--- config.mk ---
export PLATFORM = sky130hd
export DESIGN_NAME = artlc_timer
export DESIGN_NICKNAME = d
export VERILOG_FILES = /design/src/verilog/artlc_pkg.sv /design/src/verilog/artlc_sync.sv /design/src/verilog/artlc_tick.sv /design/src/verilog/artlc_timer.sv
export SDC_FILE = /design/constraint.sdc
export NUM_CORES = 1
export LEC_CHECK = 0
export ABC_AREA = 0
export BUFFER_PORTS_ARGS = -buffer_cell sky130_fd_sc_hd__buf_2
export CORE_MARGIN = 1
export CORE_UTILIZATION = 35
export DETAILED_ROUTE_END_ITERATION = 10
export GPL_TIMING_DRIVEN = 0
export PLACE_DENSITY = 0.61
export SETUP_SLACK_MARGIN = 0.5
export SLEW_MARGIN = 10
export SYNTH_ARGS = -nofsm -noshare
export SYNTH_HDL_FRONTEND = slang
export SYNTH_SLANG_ARGS = --single-unit
--- constraint.sdc ---
create_clock -name clk -period 3.1 [get_ports clk]
set_input_delay 0.31 -clock clk [delete_from_list [all_inputs] [get_ports clk]]
set_output_delay 0.31 -clock clk [all_outputs]
set_load 0.05 [all_outputs]
--- src/verilog/artlc_pkg.sv ---
// Summary of operation
// RULE1 - 16-bit counter, split bit selects two 8-bit
// RULE2 - sources: system clock, divided by 12, external/8
// RULE3 - external divided source synchronised before counting
// RULE4 - 16-bit wrap loads both reload bytes
// RULE5 - 16-bit wrap sets high overflow flag
// RULE6 - timer irq enable requests irq per wrap
// RULE7 - low irq enable adds low byte wrap irq
// RULE8 - split halves reload from own reload bytes
// RULE9 - split mode: run bit gates high half only
// RULE10 - per half clock select with external select
// RULE11 - split wraps set high and low flags
// RULE12 - split irq: high wrap, either with low enable
// RULE13 - flags cleared only by software writes
// RULE14 - software reads both flags for irq source
// RULE15 - software keeps split zero during capture
// RULE16 - oscillator fall copies count, sets high flag
// RULE17 - capture source chosen by low clock select
// RULE18 - software uses fast clock, differences captures
// RULE19 - 16-bit mode counts only while run set
// RULE20 - low flag set on every low wrap
// RULE21 - oscillator synchronised, one capture per fall
// RULE22 - reset clears counts, reloads, flags, modes
package artlc_pkg;

   // ---------------------------------------------------------------
   // register map, byte addresses
   // ---------------------------------------------------------------
   localparam logic [7:0] ARTLC_OFF_CNT_LO = 8'h00; // count_low_byte
   localparam logic [7:0] ARTLC_OFF_CNT_HI = 8'h04; // count_high_byte
   localparam logic [7:0] ARTLC_OFF_RL_LO = 8'h08; // reload_low_byte
   localparam logic [7:0] ARTLC_OFF_RL_HI = 8'h0c; // reload_high_byte
   localparam logic [7:0] ARTLC_OFF_CTRL = 8'h10; // timer_control_register
   localparam logic [7:0] ARTLC_OFF_CLK = 8'h14; // clock_control_register
   localparam logic [7:0] ARTLC_OFF_IEN = 8'h18; // interrupt_enable_register

   // ---------------------------------------------------------------
   // field positions
   // ---------------------------------------------------------------
   localparam int ARTLC_B_HFLAG = 7; // high_overflow_flag
   localparam int ARTLC_B_LFLAG = 6; // low_overflow_flag
   localparam int ARTLC_B_LIRQ = 5; // low_byte_irq_enable
   localparam int ARTLC_B_CAP = 4; // osc_capture_enable
   localparam int ARTLC_B_SPLIT = 3; // split_mode_select
   localparam int ARTLC_B_RUN = 2; // run_control_bit
   localparam int ARTLC_B_EXT = 0; // external_source_select
   localparam int ARTLC_B_LCLK = 4; // low_half_clock_select
   localparam int ARTLC_B_HCLK = 5; // high_half_clock_select
   localparam int ARTLC_B_TIEN = 5; // timer irq enable

   // ---------------------------------------------------------------
   // reset values and counts
   // ---------------------------------------------------------------
   localparam logic [7:0] ARTLC_BYTE_RST = 8'h00; // counts and reloads
   localparam logic [7:0] ARTLC_BYTE_MAX = 8'hff; // wrap point of a byte
   localparam int ARTLC_DIV_SYS = 12; // system clock prescale
   localparam int ARTLC_DIV_EXT = 8; // external clock prescale
   localparam logic [1:0] ARTLC_RESP_OKAY = 2'b00;
   localparam logic [1:0] ARTLC_RESP_SLVERR = 2'b10;

   // mode bits of the control register, all reset to zero
   typedef struct packed {
      logic low_byte_irq_enable;
      logic osc_capture_enable;
      logic split_mode_select;
      logic run_control_bit;
      logic external_source_select;
   } artlc_ctrl_t;

   localparam artlc_ctrl_t ARTLC_CTRL_RST = '0;

endpackage : artlc_pkg

--- src/verilog/artlc_sync.sv ---
`timescale 1ns/1ps
`default_nettype none
// ------------------------------------------------------------------
// two-flop synchroniser, one per bit
// ------------------------------------------------------------------
module artlc_sync #(
   parameter int W = 2 // number of bits
) (
   input wire logic clk,
   input wire logic srst,
   input wire logic [W-1:0] async_in,
   output logic [W-1:0] sync_out
);

   logic [W-1:0] meta_reg; // first stage, read only by second stage

   // both stages clear together so no false edge follows reset
   always_ff @(posedge clk) begin
      if (srst) begin
         meta_reg <= '0;
         sync_out <= '0;
      end else begin
         meta_reg <= async_in;
         sync_out <= meta_reg;
      end
   end

endmodule : artlc_sync
`default_nettype wire

--- src/verilog/artlc_tick.sv ---
`timescale 1ns/1ps
`default_nettype none
// ------------------------------------------------------------------
// prescaler: one output pulse every DIV input pulses
// ------------------------------------------------------------------
module artlc_tick #(
   parameter int DIV = 12 // division ratio
) (
   input wire logic clk,
   input wire logic srst,
   input wire logic tick_in,
   output logic tick_out
);

   localparam int CW = (DIV > 1) ? $clog2(DIV) : 1;
   localparam logic [CW-1:0] LAST = CW'(DIV - 1);

   logic [CW-1:0] cnt_reg; // input pulses seen so far

   // pulse is combinational so it lines up with the input pulse
   assign tick_out = tick_in && (cnt_reg == LAST);

   // count input pulses, wrap at the ratio
   always_ff @(posedge clk) begin
      if (srst) begin
         cnt_reg <= '0;
      end else if (tick_in) begin
         cnt_reg <= (cnt_reg == LAST) ? '0 : CW'(cnt_reg + 1'b1);
      end
   end

endmodule : artlc_tick
`default_nettype wire

--- src/verilog/artlc_timer.sv ---
// The implementer's own choices: the address map and the AXI4-Lite register port.
`timescale 1ns/1ps
`default_nettype none
module artlc_timer
   import artlc_pkg::*;
#(
   parameter int ADDR_W = 8 // byte address width of the slave
) (
   input wire logic clk,
   input wire logic srst,
   // external precision oscillator and low-frequency oscillator
   input wire logic ext_osc_in,
   input wire logic low_freq_oscillator,
   // axi4-lite write address
   input wire logic [ADDR_W-1:0] s_axi_awaddr,
   input wire logic s_axi_awvalid,
   output logic s_axi_awready,
   // axi4-lite write data
   input wire logic [31:0] s_axi_wdata,
   input wire logic [3:0] s_axi_wstrb,
   input wire logic s_axi_wvalid,
   output logic s_axi_wready,
   // axi4-lite write response
   output logic [1:0] s_axi_bresp,
   output logic s_axi_bvalid,
   input wire logic s_axi_bready,
   // axi4-lite read address
   input wire logic [ADDR_W-1:0] s_axi_araddr,
   input wire logic s_axi_arvalid,
   output logic s_axi_arready,
   // axi4-lite read data
   output logic [31:0] s_axi_rdata,
   output logic [1:0] s_axi_rresp,
   output logic s_axi_rvalid,
   input wire logic s_axi_rready,
   // timer interrupt request, level
   output logic irq_req
);

   // ---------------------------------------------------------------
   // state
   // ---------------------------------------------------------------
   logic [7:0] cnt_lo_reg; // count_low_byte
   logic [7:0] cnt_hi_reg; // count_high_byte
   logic [7:0] rl_lo_reg; // reload_low_byte
   logic [7:0] rl_hi_reg; // reload_high_byte
   logic hflag_reg; // high_overflow_flag
   logic lflag_reg; // low_overflow_flag
   artlc_ctrl_t ctrl_reg; // mode bits of the control register
   logic lclk_sel_reg; // low_half_clock_select
   logic hclk_sel_reg; // high_half_clock_select
   logic tien_reg; // timer irq enable

   // bus side holding registers
   logic aw_hold_reg; // write address captured
   logic [ADDR_W-1:0] aw_addr_reg;
   logic w_hold_reg; // write data captured
   logic [31:0] w_data_reg;
   logic [3:0] w_strb_reg;
   logic bvalid_reg;
   logic [1:0] bresp_reg;
   logic rvalid_reg;
   logic [31:0] rdata_reg;
   logic [1:0] rresp_reg;

   // ---------------------------------------------------------------
   // input synchronisers and edge detect
   // ---------------------------------------------------------------
   logic [1:0] sync_s; // {lfo, ext} after two flops
   logic lfo_d_reg; // delayed synchronised lfo
   logic ext_d_reg; // delayed synchronised external clock
   logic lfo_fall; // one pulse per lfo falling edge
   logic ext_rise; // one pulse per external clock rising edge

   artlc_sync #(.W(2)) u_sync (
      .clk(clk),
      .srst(srst),
      .async_in({low_freq_oscillator, ext_osc_in}),
      .sync_out(sync_s)
   );

   // edge detectors look only at the second flop stage
   always_ff @(posedge clk) begin
      if (srst) begin
         lfo_d_reg <= 1'b0;
         ext_d_reg <= 1'b0;
      end else begin
         lfo_d_reg <= sync_s[1];
         ext_d_reg <= sync_s[0];
      end
   end

   assign lfo_fall = lfo_d_reg && !sync_s[1]; // RULE21
   assign ext_rise = sync_s[0] && !ext_d_reg; // RULE3

   // ---------------------------------------------------------------
   // increment sources
   // ---------------------------------------------------------------
   logic div12_tick; // system clock / 12
   logic ext8_tick; // external clock / 8, already in clk domain
   logic lo_tick; // source picked for the low half
   logic hi_tick; // source picked for the high half

   artlc_tick #(.DIV(ARTLC_DIV_SYS)) u_div12 (
      .clk(clk),
      .srst(srst),
      .tick_in(1'b1),
      .tick_out(div12_tick)
   );

   // external clock must run well below clk/2 to be seen at all
   artlc_tick #(.DIV(ARTLC_DIV_EXT)) u_div8 (
      .clk(clk),
      .srst(srst),
      .tick_in(ext_rise),
      .tick_out(ext8_tick)
   );

   // clock select 1 means every system clock; RULE2 RULE10 RULE17
   assign lo_tick = lclk_sel_reg ? 1'b1 :
                    (ctrl_reg.external_source_select ? ext8_tick : div12_tick);
   assign hi_tick = hclk_sel_reg ? 1'b1 :
                    (ctrl_reg.external_source_select ? ext8_tick : div12_tick);

   // ---------------------------------------------------------------
   // count events
   // ---------------------------------------------------------------
   logic split; // two 8-bit timers
   logic inc16; // 16-bit mode advance
   logic inc_lo; // low half advances this cycle
   logic inc_hi_s; // high half advances in split mode
   logic lo_wrap; // low byte advances from ff, to 00 or to its reload
   logic wrap16; // full 16-bit wrap
   logic hi_wrap_s; // split high half wrap
   logic cap_evt; // capture this cycle

   assign split = ctrl_reg.split_mode_select; // RULE1
   assign inc16 = !split && ctrl_reg.run_control_bit && lo_tick; // RULE19
   assign inc_lo = split ? lo_tick : inc16; // RULE9
   assign inc_hi_s = split && ctrl_reg.run_control_bit && hi_tick; // RULE9
   assign lo_wrap = inc_lo && (cnt_lo_reg == ARTLC_BYTE_MAX);
   assign wrap16 = inc16 && ({cnt_hi_reg, cnt_lo_reg} == {ARTLC_BYTE_MAX, ARTLC_BYTE_MAX});
   assign hi_wrap_s = inc_hi_s && (cnt_hi_reg == ARTLC_BYTE_MAX);
   assign cap_evt = ctrl_reg.osc_capture_enable && lfo_fall; // RULE16

   // ---------------------------------------------------------------
   // write decode
   // ---------------------------------------------------------------
   logic wr_fire; // both halves of a write present
   logic wr_b0; // byte lane 0 enabled
   logic wr_cnt_lo, wr_cnt_hi, wr_rl_lo, wr_rl_hi, wr_ctrl, wr_clk, wr_ien;
   logic wr_hit; // write address is mapped
   logic [7:0] wd; // low byte of write data

   assign wr_fire = aw_hold_reg && w_hold_reg && !bvalid_reg;
   assign wr_b0 = wr_fire && w_strb_reg[0];
   assign wd = w_data_reg[7:0];
   assign wr_cnt_lo = wr_b0 && (aw_addr_reg[7:2] == ARTLC_OFF_CNT_LO[7:2]);
   assign wr_cnt_hi = wr_b0 && (aw_addr_reg[7:2] == ARTLC_OFF_CNT_HI[7:2]);
   assign wr_rl_lo = wr_b0 && (aw_addr_reg[7:2] == ARTLC_OFF_RL_LO[7:2]);
   assign wr_rl_hi = wr_b0 && (aw_addr_reg[7:2] == ARTLC_OFF_RL_HI[7:2]);
   assign wr_ctrl = wr_b0 && (aw_addr_reg[7:2] == ARTLC_OFF_CTRL[7:2]);
   assign wr_clk = wr_b0 && (aw_addr_reg[7:2] == ARTLC_OFF_CLK[7:2]);
   assign wr_ien = wr_b0 && (aw_addr_reg[7:2] == ARTLC_OFF_IEN[7:2]);
   assign wr_hit = (aw_addr_reg[7:2] <= ARTLC_OFF_IEN[7:2]);

   // ---------------------------------------------------------------
   // counter bytes
   // ---------------------------------------------------------------
   // low byte; a software write beats a count in the same cycle
   always_ff @(posedge clk) begin
      if (srst) begin
         cnt_lo_reg <= ARTLC_BYTE_RST; // RULE22
      end else if (wr_cnt_lo) begin
         cnt_lo_reg <= wd;
      end else if (inc_lo) begin
         if (cnt_lo_reg != ARTLC_BYTE_MAX) begin
            cnt_lo_reg <= cnt_lo_reg + 8'h01;
         end else if (split || wrap16) begin
            cnt_lo_reg <= rl_lo_reg; // RULE4 RULE8
         end else begin
            cnt_lo_reg <= ARTLC_BYTE_RST;
         end
      end
   end

   // high byte: carry from the low byte, or its own source when split
   always_ff @(posedge clk) begin
      if (srst) begin
         cnt_hi_reg <= ARTLC_BYTE_RST; // RULE22
      end else if (wr_cnt_hi) begin
         cnt_hi_reg <= wd;
      end else if (split) begin
         if (inc_hi_s) begin
            cnt_hi_reg <= hi_wrap_s ? rl_hi_reg : cnt_hi_reg + 8'h01; // RULE8
         end
      end else if (lo_wrap) begin
         cnt_hi_reg <= wrap16 ? rl_hi_reg : cnt_hi_reg + 8'h01; // RULE4
      end
   end

   // ---------------------------------------------------------------
   // reload bytes
   // ---------------------------------------------------------------
   // capture wins over a software write landing in the same cycle
   always_ff @(posedge clk) begin
      if (srst) begin
         rl_lo_reg <= ARTLC_BYTE_RST; // RULE22
         rl_hi_reg <= ARTLC_BYTE_RST;
      end else if (cap_evt) begin
         rl_lo_reg <= cnt_lo_reg; // RULE16
         rl_hi_reg <= cnt_hi_reg;
      end else begin
         if (wr_rl_lo) begin
            rl_lo_reg <= wd;
         end
         if (wr_rl_hi) begin
            rl_hi_reg <= wd;
         end
      end
   end

   // ---------------------------------------------------------------
   // overflow flags
   // ---------------------------------------------------------------
   // hardware set beats the software clear; no self clear
   always_ff @(posedge clk) begin
      if (srst) begin
         hflag_reg <= 1'b0;
         lflag_reg <= 1'b0;
      end else begin
         if (wrap16 || hi_wrap_s || cap_evt) begin
            hflag_reg <= 1'b1; // RULE5 RULE11 RULE16
         end else if (wr_ctrl) begin
            hflag_reg <= wd[ARTLC_B_HFLAG]; // RULE13
         end
         if (lo_wrap) begin
            lflag_reg <= 1'b1; // RULE11 RULE20
         end else if (wr_ctrl) begin
            lflag_reg <= wd[ARTLC_B_LFLAG]; // RULE13
         end
      end
   end

   // ---------------------------------------------------------------
   // mode and enable bits
   // ---------------------------------------------------------------
   always_ff @(posedge clk) begin
      if (srst) begin
         ctrl_reg <= ARTLC_CTRL_RST; // RULE22
         lclk_sel_reg <= 1'b0;
         hclk_sel_reg <= 1'b0;
         tien_reg <= 1'b0;
      end else begin
         if (wr_ctrl) begin
            ctrl_reg.low_byte_irq_enable <= wd[ARTLC_B_LIRQ];
            ctrl_reg.osc_capture_enable <= wd[ARTLC_B_CAP];
            ctrl_reg.split_mode_select <= wd[ARTLC_B_SPLIT];
            ctrl_reg.run_control_bit <= wd[ARTLC_B_RUN];
            ctrl_reg.external_source_select <= wd[ARTLC_B_EXT];
         end
         if (wr_clk) begin
            lclk_sel_reg <= wd[ARTLC_B_LCLK];
            hclk_sel_reg <= wd[ARTLC_B_HCLK];
         end
         if (wr_ien) begin
            tien_reg <= wd[ARTLC_B_TIEN];
         end
      end
   end

   // request stays up while an enabled flag is set; RULE6 RULE7 RULE12
   assign irq_req = tien_reg && (hflag_reg || (ctrl_reg.low_byte_irq_enable && lflag_reg));

   // ---------------------------------------------------------------
   // axi4-lite write channels
   // ---------------------------------------------------------------
   assign s_axi_awready = !aw_hold_reg && !bvalid_reg;
   assign s_axi_wready = !w_hold_reg && !bvalid_reg;
   assign s_axi_bvalid = bvalid_reg;
   assign s_axi_bresp = bresp_reg;

   // address and data are caught separately, in either order
   always_ff @(posedge clk) begin
      if (srst) begin
         aw_hold_reg <= 1'b0;
         aw_addr_reg <= '0;
         w_hold_reg <= 1'b0;
         w_data_reg <= 32'h00000000;
         w_strb_reg <= 4'h0;
      end else if (wr_fire) begin
         aw_hold_reg <= 1'b0;
         w_hold_reg <= 1'b0;
      end else begin
         if (s_axi_awvalid && s_axi_awready) begin
            aw_hold_reg <= 1'b1;
            aw_addr_reg <= s_axi_awaddr;
         end
         if (s_axi_wvalid && s_axi_wready) begin
            w_hold_reg <= 1'b1;
            w_data_reg <= s_axi_wdata;
            w_strb_reg <= s_axi_wstrb;
         end
      end
   end

   // response raised on the same edge that the write lands
   always_ff @(posedge clk) begin
      if (srst) begin
         bvalid_reg <= 1'b0;
         bresp_reg <= ARTLC_RESP_OKAY;
      end else if (wr_fire) begin
         bvalid_reg <= 1'b1;
         bresp_reg <= wr_hit ? ARTLC_RESP_OKAY : ARTLC_RESP_SLVERR;
      end else if (s_axi_bready) begin
         bvalid_reg <= 1'b0;
      end
   end

   // ---------------------------------------------------------------
   // axi4-lite read channels
   // ---------------------------------------------------------------
   logic [31:0] rd_mux; // read data for the presented address
   logic rd_hit; // read address is mapped

   assign s_axi_arready = !rvalid_reg;
   assign s_axi_rvalid = rvalid_reg;
   assign s_axi_rdata = rdata_reg;
   assign s_axi_rresp = rresp_reg;

   // unused and upper bits read as zero
   always_comb begin
      rd_mux = 32'h00000000;
      rd_hit = 1'b1;
      unique case (s_axi_araddr[7:2])
         ARTLC_OFF_CNT_LO[7:2]: rd_mux[7:0] = cnt_lo_reg;
         ARTLC_OFF_CNT_HI[7:2]: rd_mux[7:0] = cnt_hi_reg;
         ARTLC_OFF_RL_LO[7:2]: rd_mux[7:0] = rl_lo_reg;
         ARTLC_OFF_RL_HI[7:2]: rd_mux[7:0] = rl_hi_reg;
         ARTLC_OFF_CTRL[7:2]: begin
            rd_mux[ARTLC_B_HFLAG] = hflag_reg; // RULE14
            rd_mux[ARTLC_B_LFLAG] = lflag_reg;
            rd_mux[ARTLC_B_LIRQ] = ctrl_reg.low_byte_irq_enable;
            rd_mux[ARTLC_B_CAP] = ctrl_reg.osc_capture_enable;
            rd_mux[ARTLC_B_SPLIT] = ctrl_reg.split_mode_select;
            rd_mux[ARTLC_B_RUN] = ctrl_reg.run_control_bit;
            rd_mux[ARTLC_B_EXT] = ctrl_reg.external_source_select;
         end
         ARTLC_OFF_CLK[7:2]: begin
            rd_mux[ARTLC_B_LCLK] = lclk_sel_reg;
            rd_mux[ARTLC_B_HCLK] = hclk_sel_reg;
         end
         ARTLC_OFF_IEN[7:2]: rd_mux[ARTLC_B_TIEN] = tien_reg;
         default: rd_hit = 1'b0;
      endcase
   end

   // read data registered on the address handshake
   always_ff @(posedge clk) begin
      if (srst) begin
         rvalid_reg <= 1'b0;
         rdata_reg <= 32'h00000000;
         rresp_reg <= ARTLC_RESP_OKAY;
      end else if (s_axi_arvalid && s_axi_arready) begin
         rvalid_reg <= 1'b1;
         rdata_reg <= rd_mux;
         rresp_reg <= rd_hit ? ARTLC_RESP_OKAY : ARTLC_RESP_SLVERR;
      end else if (s_axi_rready) begin
         rvalid_reg <= 1'b0;
      end
   end
endmodule : artlc_timer
`default_nettype wire

=== Word-level counts from Yosys, hierarchy flattened ===
Cells that the tools add are included.

* Bits in registers: 88
* Input bits: 61
* Word-level logic and storage cells: 146

* Add/subtract/negate cells: 4
* $lt $le $gt $ge: 1
* Equality and inequality tests: 19
* Multiplexer cells: 36
* Bitwise operators: 1
* Reductions and logical operators: 55

{| class="wikitable"
|+ Operators by type and width
! operator !! number
|-
| $mux W8 || 14
|-
| $eq A6 B3 Y1 const B || 6
|-
| $logic_and A1 B1 Y1 || 28
|-
| $eq A6 B2 Y1 const B || 4
|-
| $pmux W2 S5 || 2
|-
| $add A8 B1 Y8 const B || 2
|-
| $eq A16 B16 Y1 const B || 1
|-
| $eq A8 B8 Y1 const B || 2
|-
| $reduce_bool A2 Y1 || 7
|-
| $mux W1 || 13
|-
| $eq A6 B1 Y1 const B || 2
|-
| $logic_not A6 Y1 || 2
|-
| $ne A8 B8 Y1 const B || 1
|-
| $logic_not A1 Y1 || 7
|-
| $pmux W1 S7 || 1
|-
| $reduce_or A7 Y1 || 1
|-
| $le A6 B3 Y1 const B || 1
|-
| $pmux W1 S6 || 1
|-
| $reduce_and A2 Y1 || 3
|-
| $pmux W1 S5 || 1
|-
| $add A4 B1 Y4 const B || 1
|-
| $eq A4 B4 Y1 const B || 1
|-
| $logic_or A1 B1 Y1 || 4
|-
| $mux W2 || 2
|-
| other kinds (8) || 9
|}

=== Longest topological paths before layout ===
* Depth after elaboration: 12
* Depth in mapped cells: 8

=== Hierarchy ===
Synthesis repeated with hierarchy kept, for this count alone.

* Cells, all modules: 520
* Area, all modules: 4493.1 µm²

{| class="wikitable"
|+ By module, submodules not included
! module !! times used !! cells each !! area an instance (µm²) !! seq. area each (µm²)
|-
| artlc_timer || 1 || 480 || 4058.9 || 1461.4
|-
| artlc_tick (u_div12) || 1 || 19 || 186.4 || 80.1
|-
| artlc_tick (u_div8) || 1 || 13 || 142.6 || 60.1
|-
| artlc_sync || 1 || 8 || 105.1 || 80.1
|}

=== Worst setup path before layout ===
OpenSTA, ideal clock, no wires.

* Kind: register to register
* Start point: register u_div8.cnt_reg[0]
* End point: register cnt_hi_reg[2]
* Arrival time: 2119 ps
* Required time: 2997 ps
* Path slack: 877 ps
* Cell stages (with the launch flop): 8
* Buffers on the path: 0
* Period minus slack after synthesis: 2223 ps
* Cells stage by stage: dfxtp_1 ha_1 ha_1 and4b_1 nor3_1 o21ai_2 and4_4 a2111oi_2

* Word-level cells in the longest chain between the ends: 10
* Elaborated cells between the ends (all ways): 20
* Classes of those cells: 2 x eq/ne; 10 x mux; 8 x reduce/logical

{| class="wikitable"
|+ Ends and longest elaborated chain
! what !! line !! text
|-
| start: declaration || artlc_tick.sv:18 || <nowiki>logic [CW-1:0] cnt_reg;</nowiki>
|-
| start signal: assignment || artlc_tick.sv:28 || <nowiki>cnt_reg <= (cnt_reg == LAST) ? '0 : CW'(cnt_reg + 1'b1);</nowiki>
|-
| $eq A3 B3 Y1 * || artlc_tick.sv:21 || <nowiki>assign tick_out = tick_in && (cnt_reg == LAST);</nowiki>
|-
| $logic_and A1 B1 Y1 * || artlc_tick.sv:21 ||
|-
| $mux W1 * || artlc_timer.sv:121, artlc_timer.sv:123 ||
|-
| $mux W1 (on tied branches) || artlc_timer.sv:120, artlc_timer.sv:122 ||
|-
| $logic_and A1 B1 Y1 (on tied branches) || artlc_timer.sv:138, artlc_timer.sv:140 ||
|-
| $logic_and A1 B1 Y1 (on tied branches) || artlc_timer.sv:142, artlc_timer.sv:143 ||
|-
| $mux W8 (on tied branches) || artlc_timer.sv:198, artlc_timer.sv:195 ||
|-
| $mux W8 (on tied branches) || artlc_timer.sv:197, artlc_timer.sv:194 ||
|-
| $mux W8 || artlc_timer.sv:193 || <nowiki>end else if (split) begin</nowiki>
|-
| $mux W8 || artlc_timer.sv:191 || <nowiki>end else if (wr_cnt_hi) begin</nowiki>
|-
| end signal: assignment || artlc_timer.sv:192 || <nowiki>cnt_hi_reg <= wd;</nowiki>
|-
| end signal: assignment || artlc_timer.sv:195 || <nowiki>cnt_hi_reg <= hi_wrap_s ? rl_hi_reg : cnt_hi_reg + 8'h01;</nowiki>
|-
| end signal: assignment || artlc_timer.sv:198 || <nowiki>cnt_hi_reg <= wrap16 ? rl_hi_reg : cnt_hi_reg + 8'h01;</nowiki>
|-
| end: declaration || artlc_timer.sv:44 || <nowiki>logic [7:0] cnt_hi_reg;</nowiki>
|}

Every way passes the cells marked *; elsewhere a longest branch is shown, timed or not. The select of a mux whose other input is x is not followed.
A chain may end at the register's enable or synchronous reset.

=== Final worst setup path ===
* Start point: register u_div12.cnt_reg[0]
* End point: register cnt_lo_reg[6]

* Word-level cells in the longest chain between the ends: 10
* Elaborated cells between the ends (all ways): 12
* Classes of those cells: 1 x eq/ne; 7 x mux; 4 x reduce/logical

{| class="wikitable"
|+ Ends and longest elaborated chain
! what !! line !! text
|-
| start: declaration || artlc_tick.sv:18 ||
|-
| start signal: assignment || artlc_tick.sv:28 ||
|-
| $eq A4 B4 Y1 * || artlc_tick.sv:21 ||
|-
| $mux W1 * || artlc_timer.sv:121 || <nowiki>(ctrl_reg.external_source_select ? ext8_tick : div12_tick);</nowiki>
|-
| $mux W1 * || artlc_timer.sv:120 || <nowiki>assign lo_tick = lclk_sel_reg ? 1'b1 :</nowiki>
|-
| $logic_and A1 B1 Y1 || artlc_timer.sv:138 || <nowiki>assign inc16 = !split && ctrl_reg.run_control_bit && lo_tick;</nowiki>
|-
| $logic_and A1 B1 Y1 || artlc_timer.sv:142 || <nowiki>assign wrap16 = inc16 && ({cnt_hi_reg, cnt_lo_reg} == {ARTLC_BYTE_MAX, ARTLC_BYTE_MAX});</nowiki>
|-
| $logic_or A1 B1 Y1 || artlc_timer.sv:179 || <nowiki>end else if (split || wrap16) begin</nowiki>
|-
| $mux W8 || artlc_timer.sv:179 ||
|-
| $mux W8 || artlc_timer.sv:177 || <nowiki>if (cnt_lo_reg != ARTLC_BYTE_MAX) begin</nowiki>
|-
| $mux W8 || artlc_timer.sv:176 || <nowiki>end else if (inc_lo) begin</nowiki>
|-
| $mux W8 || artlc_timer.sv:174 || <nowiki>end else if (wr_cnt_lo) begin</nowiki>
|-
| end signal: assignment || artlc_timer.sv:175 || <nowiki>cnt_lo_reg <= wd;</nowiki>
|-
| end signal: assignment || artlc_timer.sv:178 || <nowiki>cnt_lo_reg <= cnt_lo_reg + 8'h01;</nowiki>
|-
| end signal: assignment || artlc_timer.sv:180 || <nowiki>cnt_lo_reg <= rl_lo_reg;</nowiki>
|-
| end: declaration || artlc_timer.sv:43 || <nowiki>logic [7:0] cnt_lo_reg;</nowiki>
|}

Marked as above.

==> results by stage <==
Final layout:
- Leaving out fill and tap cells, the most frequent cells in the layout are dfxtp_1, nor2_1, buf_2, mux2i_1, a21oi_1.
- The area used by sequential logic in the layout is 1684 µm².
- The library cell used most frequently in the layout, excluding fill and tap cells, is dfxtp_1.
- Leaving out filler cells and counting taps, the final layout contains 783.
- The number of nets in the layout is 672.
- The number of antenna diodes in the final layout is 0.
- Relative to the synthesized area, the layout overhead comes to 19.07%.
- Summing all non-filler instances in the final layout gives an area of 5368 µm².
- The proportion of layout cells with a drive suffix above 1 is 0.1751.
- The multi-input combinational cells in the finished layout cover a total of 2545 µm².
- The filler cells instantiated in the layout total 1262.

Clock tree:
- After clock tree synthesis, the flow added hold-fix buffers numbering 0.
- Buffers inserted during clock tree synthesis total 9.
- The clock-pin slew reported for the worst setup and hold paths after clock tree synthesis is 60 ps.
- The cell chosen for the clock root is clkbuf_16.
- The buffer levels on the longest clock path is 2.
- TritonCTS built the clock tree.
- Buffers added to address setup during post-CTS repair amount to 0.
- The clock network latency to the later pin of the worst-skew pair is 350 ps.
- The count of H-tree levels built during CTS is 3.
- The sink count of the clock tree is 84.

Floorplanning:
- Measured along the x axis, the die boundary spans 115.5 µm.
- The initialized floorplan defines 41 standard-cell rows.
- From bottom edge to top edge, the die measures 115.5 µm.
- For this design the top-level I/O count stands at 103.
- The die covers 13340 µm².
- The initial utilization of the core area, before any placement, comes to 0.3587.
- In this run the standard cell core region covers 12570 µm².

Setup path:
- The worst register-to-register path has a depth of 6.
- The critical path capture point type is a flop.
- The worst setup path is of the reg2reg kind.
- The setup check on the worst reg-to-reg path leaves a slack of 690 ps.
- Data arrives at the worst endpoint at 2640 ps.
- STA classifies the critical path startpoint as a flop.
- The maximum fanout along the worst path is 10.
- The required time of the worst setup path is 3320 ps.

Drt:
- The total iterations of the first detailed-routing run is 4.
- The total vias in the final route is 4183.
- The count of antenna-violating nets left after detailed routing is 0.
- The final layout contains routed wiring with a total length of 12800 µm.
- The average wire length per cell after detail routing is 16.35 µm.
- The violation count after the first detailed-routing iteration is 249.
- For this run, design rule violations remaining after detail routing come to 0.
- The via density per instance is 5.342.

STA:
- The final critical path time including I/O delays and setup is 2415 ps.
- The highest clock rate is 0.4141 GHz.
- Setup repair after global routing left no endpoint under its margin.
- The setup TNS after final layout is 0 ps.
- The remaining max-slew budget at the tightest pin is 0.2860.
- The final number of hold-violating endpoints is 0.
- The portion of the clock cycle consumed by the worst path in the final layout is 0.7790.
- The worst-margin pin slew is 1056 ps.
- The number of max-slew violations in the final report is 0.
- On the final layout, the worst clock skew is 7.065 ps.
- The hold slack is 148.6 ps.
- The number of setup violations in the final report is 0.

Pwr:
- The overall power is 2.666 mW.
- The power per unit of standard cell area is 496.6 nW/µm².
- Summed over all cells, the static leakage comes to 2.098 nW.
- VDD sags by at most 0.0003711 V.

Min path:
- The worst hold path class is in2reg.
- Along the worst hold path, the cell count comes to 2.

Global routing:
- The first global-routing pass estimated 20450 µm of wire.
- The number of global-route vias before repair is 3821.
- The pin count of the biggest net entering global routing is 15.
- The number of antenna violations at the first check in global routing is 0.
- The global routing usage summed across all routing layers is 0.2034.
- The aggregate global routing overflow is 0.

Status:
- The flow ran to the end, and the final reports show no timing, DRC or antenna violations.

Place:
- Routability-driven placement finished with a final weighted congestion of 0.9170.
- The HPWL after detailed placement is 9359 µm.
- In this run the cell area measured after placement is 5032 µm².
- The cell count after placement is 767.
- The number of buffers added on ports is 43.

Yosys:
- Counting every instance in the synthesized netlist gives 527.
- The area of the mapped netlist is 4508 µm².
- The number of distinct standard cells referenced by the synthesized netlist is 64.
- The number of synthesized flops with an enable pin is 0.
- In the synthesized netlist the async set-or-reset flop fraction comes to 0.
- Each instance of the synthesized netlist takes up on average 8.554 µm².
- During synthesis, Yosys emitted a total of 0 warnings.
- In the synthesized netlist the dominant register cell turns out to be dfxtp_1.
- Of the synthesized area, sequential elements account for 0.3730.
- The register bit total from synthesis is 84.

Run:
- The count of max-cap constraint violations is 0.
==> synth_stat cells, types with 3 or more instances <==
| cell | instances | area share |
|---|---|---|
| ha_1 | 5 | 0.014 |
| a311oi_1 | 6 | 0.012 |
| dfxtp_1 | 84 | 0.37 |
| nor3b_1 | 3 | 0.0050 |
| nor2b_1 | 9 | 0.012 |
| nor2_1 | 59 | 0.049 |
| xnor2_1 | 4 | 0.0078 |
| nand4_1 | 5 | 0.0069 |
| nand2_1 | 38 | 0.032 |
| a21oi_1 | 41 | 0.046 |
| a211oi_1 | 22 | 0.037 |
| buf_1 | 4 | 0.0033 |
| clkbuf_1 | 23 | 0.019 |
| buf_2 | 5 | 0.0056 |
| a31oi_1 | 6 | 0.0083 |
| and4_1 | 4 | 0.0078 |
| and2_1 | 5 | 0.0069 |
| and3_1 | 3 | 0.0042 |
| mux2i_1 | 47 | 0.10 |
| nand2b_1 | 7 | 0.0097 |
| inv_1 | 13 | 0.011 |
| nor3_1 | 21 | 0.023 |
| o21ai_0 | 8 | 0.0089 |
| nand3_1 | 12 | 0.013 |
| buf_4 | 26 | 0.043 |
| o211ai_1 | 4 | 0.0067 |
| or3_1 | 7 | 0.0097 |
| nor4_1 | 5 | 0.0069 |
| o221ai_1 | 6 | 0.012 |
==> cell families after synthesis <==
group           after synthesis  synth area share
fa+ha+maj                     5           0.01388
simple gates                194            0.2293
other cells                   1         0.0008318
compound gates              116            0.1774
flops                        84            0.3730
mux                          49            0.1094
buf+inv                      72           0.08465
xor+xnor                      6           0.01166
==> path summary, 6_finish.rpt <==
check                           startpoint                            end
min                           s_axi_rready      s_axi_rvalid$_SDFFE_PP0P_
max reg2reg  u_div12.cnt_reg[0]$_SDFF_PP0_     cnt_lo_reg[6]$_SDFFE_PP0P_
max          u_div12.cnt_reg[0]$_SDFF_PP0_     cnt_lo_reg[6]$_SDFFE_PP0P_
min reg2reg  u_sync.meta_reg[0]$_SDFF_PP0_  u_sync.sync_out[0]$_SDFF_PP0_
==> per-layer routing <==
| metal | vias up | routed length, µm | GRT usage |
|---|---|---|---|
| li1 | 2028 | - | - |
| met1 | 1941 | 5752 | 0.2737 |
| met2 | 192 | 5777 | 0.3126 |
| met3 | 22 | 1004 | 0.04864 |
| met4 | 0 | 268 | 0.08312 |
| met5 | - | 0 | 0 |
==> metrics by stage <==
| step | utilization | worst slack (ps) |
|---|---|---|
| 3_3_place_gp | 0.4004 | 540.4 |
| 6_report | 0.4271 | 685.0 |
| 2_1_floorplan | - | 877.4 |
| 3_5_place_dp | 0.4004 | 520.9 |
| 5_1_grt | 0.4271 | 484.6 |
| 4_1_cts | 0.4264 | 553.5 |
==> worst max-delay path, cell delays in order (launching register included) <==
cell and delay, ps:
dfxtp_1 350, ha_1 250, nor4bb_1 530, o32a_1 330, clkbuf_1 390, nor3_1 80
a2111oi_0 360
==> report_power, final <==
group	internal [mW]	leakage, nW	total [mW]	switching (mW)
clock	0.726	0.151	1.17	0.445
sequential	1.11	0.684	1.15	0.0393
combinational	0.104	1.26	0.342	0.239
total	1.94	2.10	2.67	0.723
==> area by class of cell <==
cell class | count | area share
inverter | 13 | 0.009091
tap | 172 | 0.04009
sequential | 84 | 0.3138
timing repair buffer | 43 | 0.04009
clock inverter | 6 | 0.01632
buffer | 59 | 0.06200
multi-input combinational | 396 | 0.4741
clock buffer | 10 | 0.04452
==> what timing repair did <==
action / CTS / global route
endpoints found under the setup margin: 1 / 4
resized for setup: 1 / 4
hold endpoints to repair: 0 / 0
No activity file was read; power rests on OpenSTA's default activity.
